==> src/common/sdc_pkg.sv <==
package sdc_pkg;

   // ------------------------------------------------------------
   // divider layout
   // ------------------------------------------------------------
   localparam int unsigned SDC_DIV_STAGES = 3;
   localparam int unsigned SDC_BIT_TWO    = 0;
   localparam int unsigned SDC_BIT_FOUR   = 1;
   localparam int unsigned SDC_BIT_EIGHT  = 2;

   localparam logic [SDC_DIV_STAGES-1:0] SDC_COUNT_RESET = 3'h0;
   localparam logic [SDC_DIV_STAGES-1:0] SDC_COUNT_STEP  = 3'h1;

   // ------------------------------------------------------------
   // reset release: rising edges skipped before the first toggle
   // ------------------------------------------------------------
   localparam int unsigned SDC_SKIP_W = 2;
   localparam logic [SDC_SKIP_W-1:0] SDC_SKIP_CLK_HIGH = 2'h1;
   localparam logic [SDC_SKIP_W-1:0] SDC_SKIP_CLK_LOW  = 2'h2;
   localparam logic [SDC_SKIP_W-1:0] SDC_SKIP_NONE     = 2'h0;
   localparam logic [SDC_SKIP_W-1:0] SDC_SKIP_ONE      = 2'h1;

   // ------------------------------------------------------------
   // pin synchroniser
   // ------------------------------------------------------------
   localparam int unsigned SDC_SYNC_STAGES = 3;

   typedef struct packed {
      logic clk_in;
      logic sync_reset;
      logic freeze;
   } sdc_pins_type;

   localparam sdc_pins_type SDC_PINS_RESET = '{clk_in: 1'h0, sync_reset: 1'h1, freeze: 1'h0};

   typedef enum logic [1:0] {
      SDC_HOLD,
      SDC_WAIT,
      SDC_RUN
   } sdc_state_type;

endpackage : sdc_pkg

==> src/rtl/sdc_divider.sv <==
// Behaviour
// - reset released with clock high: outputs first toggle on second rising edge
// - reset released with clock low: outputs first toggle on third rising edge
// - freeze input high stops dividers from the first falling clock edge after
// - while frozen with divider_sync_reset low every divider flip-flop holds its state
// - freeze low takes effect at next falling edge, counting resumes in phase
`timescale 1ns/100ps
module sdc_divider
   import sdc_pkg::*;
#(
   parameter int unsigned SYNC_STAGES = SDC_SYNC_STAGES
)
(
   // system
   input  wire logic sys_clk,
   input  wire logic resetn,
   // device pins
   input  wire logic clk_in,
   input  wire logic divider_sync_reset,
   input  wire logic freeze_req,
   // divided outputs
   output logic      out_div_two,
   output logic      out_div_four,
   output logic      out_div_eight
);

   // ------------------------------------------------------------
   // edge helpers
   // ------------------------------------------------------------
   // high now and low one cycle ago
   function automatic logic went_high(input logic now_level, input logic was_level);
      return now_level & ~was_level;
   endfunction : went_high

   // low now and high one cycle ago
   function automatic logic went_low(input logic now_level, input logic was_level);
      return ~now_level & was_level;
   endfunction : went_low

   // ------------------------------------------------------------
   // pin synchroniser and filter
   // ------------------------------------------------------------
   sdc_pins_type sync_pipe [SYNC_STAGES];
   sdc_pins_type pins;
   sdc_pins_type next_pins;
   sdc_pins_type raw_pins;

   assign raw_pins = '{clk_in: clk_in, sync_reset: divider_sync_reset, freeze: freeze_req};

   always_comb begin
      next_pins = pins;
      // a change counts once the last two stages agree
      if (sync_pipe[SYNC_STAGES-2] == sync_pipe[SYNC_STAGES-1]) begin
         next_pins = sync_pipe[SYNC_STAGES-1];
      end
   end

   always_ff @(posedge sys_clk or negedge resetn) begin
      if (!resetn) begin
         for (int i = 0; i < SYNC_STAGES; i++) begin
            sync_pipe[i] <= SDC_PINS_RESET;
         end
         pins <= SDC_PINS_RESET;
      end else begin
         sync_pipe[0] <= raw_pins;
         // each stage reads only the one before it
         for (int i = 1; i < SYNC_STAGES; i++) begin
            sync_pipe[i] <= sync_pipe[i-1];
         end
         pins <= next_pins;
      end
   end

   // ------------------------------------------------------------
   // filtered pin edges
   // ------------------------------------------------------------
   logic clk_rise;
   logic clk_fall;
   logic reset_release;

   // edges are taken between the filtered value and its next value
   assign clk_rise      = went_high(next_pins.clk_in, pins.clk_in);
   assign clk_fall      = went_low(next_pins.clk_in, pins.clk_in);
   assign reset_release = went_low(next_pins.sync_reset, pins.sync_reset);

   // ------------------------------------------------------------
   // freeze flip-flop, loaded on falling input clock edges only
   // ------------------------------------------------------------
   logic frozen;
   logic next_frozen;

   always_comb begin
      next_frozen = frozen;
      if (clk_fall) begin
         next_frozen = next_pins.freeze;
      end
   end

   always_ff @(posedge sys_clk or negedge resetn) begin
      if (!resetn) begin
         frozen <= 1'h0;
      end else begin
         frozen <= next_frozen;
      end
   end

   // ------------------------------------------------------------
   // start control after master reset release
   // ------------------------------------------------------------
   sdc_state_type                state;
   sdc_state_type                next_state;
   logic [SDC_SKIP_W-1:0]        skip;
   logic [SDC_SKIP_W-1:0]        next_skip;

   always_comb begin
      next_state = state;
      next_skip  = skip;
      unique case (state)
         SDC_HOLD: begin
            if (reset_release) begin
               if (pins.clk_in) begin
                  next_skip = SDC_SKIP_CLK_HIGH;
               end else begin
                  next_skip = SDC_SKIP_CLK_LOW;
               end
               next_state = SDC_WAIT;
            end
         end
         SDC_WAIT: begin
            if (clk_rise) begin
               if (skip == SDC_SKIP_ONE) begin
                  next_state = SDC_RUN;
               end
               next_skip = skip - SDC_SKIP_ONE;
            end
         end
         SDC_RUN: begin
            // counting itself lives in the counter group
            next_state = SDC_RUN;
         end
         default: begin
            // an unused code waits for the master reset again
            next_state = SDC_HOLD;
            next_skip  = SDC_SKIP_NONE;
         end
      endcase
      if (next_pins.sync_reset) begin
         next_state = SDC_HOLD;
         next_skip  = SDC_SKIP_NONE;
      end
   end

   always_ff @(posedge sys_clk or negedge resetn) begin
      if (!resetn) begin
         state <= SDC_HOLD;
         skip  <= SDC_SKIP_NONE;
      end else begin
         state <= next_state;
         skip  <= next_skip;
      end
   end

   // ------------------------------------------------------------
   // divider counter
   // ------------------------------------------------------------
   logic [SDC_DIV_STAGES-1:0]    count;
   logic [SDC_DIV_STAGES-1:0]    next_count;

   always_comb begin
      next_count = count;
      if (state == SDC_RUN && clk_rise && !frozen) begin
         next_count = count + SDC_COUNT_STEP;
      end
      // held at zero until the start control lets it run
      if (state == SDC_HOLD || next_pins.sync_reset) begin
         next_count = SDC_COUNT_RESET;
      end
   end

   always_ff @(posedge sys_clk or negedge resetn) begin
      if (!resetn) begin
         count <= SDC_COUNT_RESET;
      end else begin
         count <= next_count;
      end
   end

   // ------------------------------------------------------------
   // outputs
   // ------------------------------------------------------------
   // loaded from the counter's next value, so all three change together
   always_ff @(posedge sys_clk or negedge resetn) begin
      if (!resetn) begin
         out_div_two   <= SDC_COUNT_RESET[SDC_BIT_TWO];
         out_div_four  <= SDC_COUNT_RESET[SDC_BIT_FOUR];
         out_div_eight <= SDC_COUNT_RESET[SDC_BIT_EIGHT];
      end else begin
         out_div_two   <= next_count[SDC_BIT_TWO];
         out_div_four  <= next_count[SDC_BIT_FOUR];
         out_div_eight <= next_count[SDC_BIT_EIGHT];
      end
   end

endmodule : sdc_divider

==> config.mk <==
export PLATFORM = sky130hd
export DESIGN_NAME = sdc_divider
export DESIGN_NICKNAME = d
export VERILOG_FILES = /design/src/common/sdc_pkg.sv /design/src/rtl/sdc_divider.sv
export SDC_FILE = /design/constraint.sdc
export NUM_CORES = 1
export LEC_CHECK = 0
export BUFFER_PORTS_ARGS = -buffer_cell sky130_fd_sc_hd__buf_2
export CAP_MARGIN = 20
export CORE_AREA = 2 2 44 46
export CTS_BUF_LIST = sky130_fd_sc_hd__clkbuf_2
export DETAILED_ROUTE_END_ITERATION = 7
export DIE_AREA = 0 0 46 48
export GPL_TIMING_DRIVEN = 0
export PLACE_DENSITY = 0.77
export SYNTH_ARGS = -nofsm -noshare
export SYNTH_HDL_FRONTEND = slang
export SYNTH_SLANG_ARGS = --single-unit
==> constraint.sdc <==
create_clock -name sys_clk -period 1.9 [get_ports sys_clk]
set_input_delay 0.095 -clock sys_clk [delete_from_list [all_inputs] [get_ports sys_clk]]
set_output_delay 0.095 -clock sys_clk [all_outputs]
set_load 0.005 [all_outputs]
* Yosys cells after proc, flatten, opt, wreduce, memory -nomap -nowiden
Cells that the tools add are included.
Word-level totals: register bits 23, word-level logic and storage cells 55
Operators by class: $add $sub $neg 2, eq/ne operators 8, multiplexer cells 13, bitwise operators 6, reductions and logical operators 7
Operators by type and width (number):
- $mux W2 | 8
- $pmux W2 S3 | 2
- $mux W3 | 3
- $ne A3 B3 Y1 const B | 3
- $reduce_and A3 Y1 | 2
- $eq A2 B1 Y1 const B | 2
- $add A3 B1 Y3 const B | 1
- $and A1 B1 Y1 | 3
- $eq A3 B3 Y1 | 1
- $not A1 Y1 | 3
- $eq A2 B2 Y1 const B | 1
- $logic_and A1 B1 Y1 | 2
- $logic_not A2 Y1 | 1
- $ne A2 B2 Y1 const B | 1
- $sub A2 B1 Y2 const B | 1
- $logic_not A1 Y1 | 1
- $logic_or A1 B1 Y1 | 1

* Depth between registers and ports, before layout
depth after elaboration 7, depth in mapped cells 7, gate-level depth less buffers 7

* Worst setup path before layout
Ideal clock, no wire load.
kind register -> register, from register sync_pipe[4] in the netlist's numbering, to register frozen, setup time 0.125 ns, arrival time 1.559 ns, setup slack 0.217 ns, stages on the path, launching flop included 6, buffers on the path 0, clock period less this slack 1.683 ns, cells stage by stage dfstp_2 xnor2_1 nand3_2 mux2_2 nor2_1 mux2_2
RTL lines:
- from (decl) | line sdc_divider.sv:43 | sdc_pins_type sync_pipe [SYNC_STAGES];
- from (signal, indexed assignment) | line sdc_divider.sv:68 | sync_pipe[i] <= sync_pipe[i-1];
- to (signal assigned) | line sdc_divider.sv:103 | frozen <= next_frozen;
- to (decl) | line sdc_divider.sv:89 | logic frozen;

==> flow_summary_export.csv <==
group,metric,value,unit
route,finalWirelength,1617,µm
setup_path,reg2reg_depth,5,
clocking,cts.sinks,20,
route,drt-initial-drc-count,3,
floorplan,dieArea,0.002208,mm²
power_and_ir_drop,powerDensity,1173,mW/mm²
sta,rsz0062_at_grt,"false",
clocking,clk_latency,0.31,ns
sta,worstMarginPinSlew,0.4254,ns
grt,grt_max_degree,21,
synthesis,synth-compound-area-share,0.1196,
clocking,clock_path_buffers,2,
power_and_ir_drop,p_leak,0.5309,nW
synthesis,netlist.top_cell.by_area,"dfrtp_1",
setup_path,cpPeakStageDelay,0.66,ns
synthesis,synth_cells,85,
grt,grt_use_total,0.1761,
synthesis,synthMuxAreaShare,0.06675,
synthesis,synth_simple_gate_area_share,0.1348,
sta,min_period,1.769,ns
clocking,cts_tree,"built",
floorplan,dieHeight,48,µm
hold_path,hold_path.class,"input pin to async pin",
sta,slew_headroom,0.7164,
synthesis,ys_ff_latch,20,
synthesis,synth_top_area_share,0.4030,
clocking,cts_buffers,3,
finish,utilization,0.6844,
synthesis,synthTopCellsByArea,"dfrtp_1, dfstp_2, ha_1, mux2_2, nor2_1",
placed_design,hpwl,1189,µm
sta,final-max-slew-violation-count,0,
finish,area_growth,16.37,%
sta,layout_setup_ws,0.1309,ns
setup_path,crit_top_cell,"mux2_2",
finish,drive_gt1_frac,0.2970,
setup_path,path_buf_inv,0,
synthesis,synth_xor_area_frac,0.07683,
floorplan,core,0.001689,mm²
synthesis,seq_area_frac_synth,0.5088,
placed_design,dpl-instance-area,0.001050,mm²
route,wl_per_cell,13.70,µm
sta,timing.fmax,565.2,MHz
run,drv_cap,0,
sta,fin_worst_skew,0.01531,ns
route,drc,0,
placed_design,io_buffers,7,
grt,grt_pass1_wl,2649,µm
setup_path,critPathMaxFanout,7,
synthesis,synth_top_family_by_area,"simple AND/OR/NAND/NOR gates",
setup_path,crit_family,"flip-flops",
finish,fin_cells,118,
clocking,clk_pin_slew_worst_paths,0.19,ns
floorplan,initial_core_util,0.5881,
setup_path,cp_cell_sequence,"xnor2_2 > nand3_2 > mux2_2 > nor2_1 > mux2_2",
floorplan,io-pin-count,8,
power_and_ir_drop,totalPowerFinal,1.356,mW
placed_design,place_ws,-0.01225,ns
synthesis,syn-cell-area,993.5,µm²
setup_path,slowest_stage,"dfstp_2",
finish,post-route-cell-area,0.001156,mm²
synthesis,synth_ff_type,"dfrtp_1",
placed_design,place_congestion,0.7943,
synthesis,postSynthAreaPerCell,11.69,µm²
grt,grt_pass1_vias,627,
floorplan,row_count,15,
synthesis,synth-adder-area-share,0.06297,
finish,num_antenna_cells,0,
finish,final_common_cell,"dfrtp_1",
setup_path,path_class,"flop to flop",
route,ant_nets,0,
clocking,cts_max_level,1,
setup_path,crit_arrival,1.98,ns
setup_path,startpoint_type,"flop",
route,vias,661,
route,vias_per_cell,5.602,
run_status,status,"completed",
finish,layout_common_cells,"dfrtp_1, nor2_1, inv_1, buf_2, mux2_2",
placed_design,dp.cells,109,
setup_path,crit_required,2.11,ns
finish,finalNetCount,112,
synthesis,synth_edf_count,0,
finish,fill_cells,134,
sta,hold_viol,0,
setup_path,cp.depth,5,
sta,finalSetupViolations,0,
sta,fin_crit_sh,0.9311,
route,firstDrtPassIters,4,
power_and_ir_drop,vdd_drop_max,0.7051,mV
setup_path,crit_path_end_kind,"flop",
grt,overflow,0,
grt,antenna_found_initial,0,
synthesis,yosysWarningCount,0,
synthesis,synthArstFlopShare,1.000,
synthesis,ys_types,30,
synthesis,synth_fp_nets,95,
floorplan,die_w,46,µm
clocking,cts_root_buf,"clkbuf_2",
[cells by family after synthesis]
| family | count (synthesis) |
|---|---|
| AO/OA/AOI/OAI | 14 |
| flip-flops | 20 |
| multiplexers | 6 |
| adder cells (fa/ha/maj) | 5 |
| XOR/XNOR | 7 |
| AND/OR/NAND/NOR | 25 |
| buffers and inverters | 8 |
[repair_timing]
| item | CTS | global route |
|---|---|---|
| pin swaps | 0 | 1 |
| gates resized for setup | 0 | 2 |
| endpoints found under the setup margin | 2 | 3 |
| cloned | 0 | 0 |
| endpoints found under the hold margin | 23 | 0 |
| buffers inserted | 0 | 2 |
| hold buffers | 4 | 0 |
[power by group]
| part | internal [mW] | switching [mW] | total (mW) |
|---|---|---|---|
| combinational | 0.237 | 0.240 | 0.477 |
| clock | 0.182 | 0.128 | 0.310 |
| sequential | 0.509 | 0.0602 | 0.569 |
[stage by stage]
| step | TNS [ns] | hold WS (ns) |
|---|---|---|
| global route | 0 | 0.2302 |
| CTS | 0 | 0.2128 |
| floorplan | 0 | -0.2006 |
| detailed placement | -0.01225 | 0.06065 |
| global placement | 0 | 0.05365 |
| finish | 0 | 0.2106 |
[cell usage after synthesis (all sizes together) (2+ instances only)]
cell type  instances
o21ai              2
nand2b             2
dfrtp             16
inv                7
mux2               5
xor2               3
a22oi              2
nor2               9
nor2b              3
nand2              2
xnor2              4
nor3               4
nand4              2
ha                 5
a21oi              3
dfstp              4
[cell type report]
| type | count | area [µm²] | area share |
|---|---|---|---|
| clock inverter | 1 | 30.03 | 0.02597 |
| sequential | 20 | 505.5 | 0.4372 |
| inverter | 7 | 26.28 | 0.02273 |
| timing repair buffer | 13 | 90.09 | 0.07792 |
| multi-input combinational | 57 | 467.9 | 0.4048 |
| clock buffer | 3 | 15.01 | 0.01299 |
| tap | 17 | 21.27 | 0.01840 |
[flip-flops by register name, indices dropped and copies added, names as in the netlist]
register   count
count          3
frozen         1
pins           3
skip           2
state          2
sync_pipe      9
[routing by layer]
| layer | share of wire | up-vias | global-route usage |
|---|---|---|---|
| met1 | 0.47 | 320 | 0.2072 |
| li1 | - | 330 | - |
| met3 | 0.017 | 2 | 0.02642 |
| met2 | 0.50 | 9 | 0.2917 |
| met5 | 0 | - | 0 |
| met4 | 0.017 | 0 | 0.1314 |
[worst paths after layout]
| kind | start | end | slack [ns] |
|---|---|---|---|
| worst max-delay path | sync_pipe[4]$_DFF_PN1_ | frozen$_DFFE_PN0P_ | 0.13 |
| worst min-delay path | resetn | count[2]$_DFFE_PN0P_ | 0.21 |
| worst max register to register | sync_pipe[4]$_DFF_PN1_ | frozen$_DFFE_PN0P_ | 0.13 |
| worst min register to register | sync_pipe[7]$_DFF_PN1_ | sync_pipe[4]$_DFF_PN1_ | 0.37 |
| max in group asynchronous | resetn | sync_pipe[1]$_DFF_PN1_ | 1.36 |
| min in group sys_clk | sync_pipe[7]$_DFF_PN1_ | sync_pipe[4]$_DFF_PN1_ | 0.37 |
[worst register-to-register path, cell delays in order, from the launching register on]
cell	delay (ns)
dfstp_2	0.66
xnor2_2	0.14
nand3_2	0.13
mux2_2	0.31
nor2_1	0.10
mux2_2	0.33
Power figures use the tool's default switching activity.
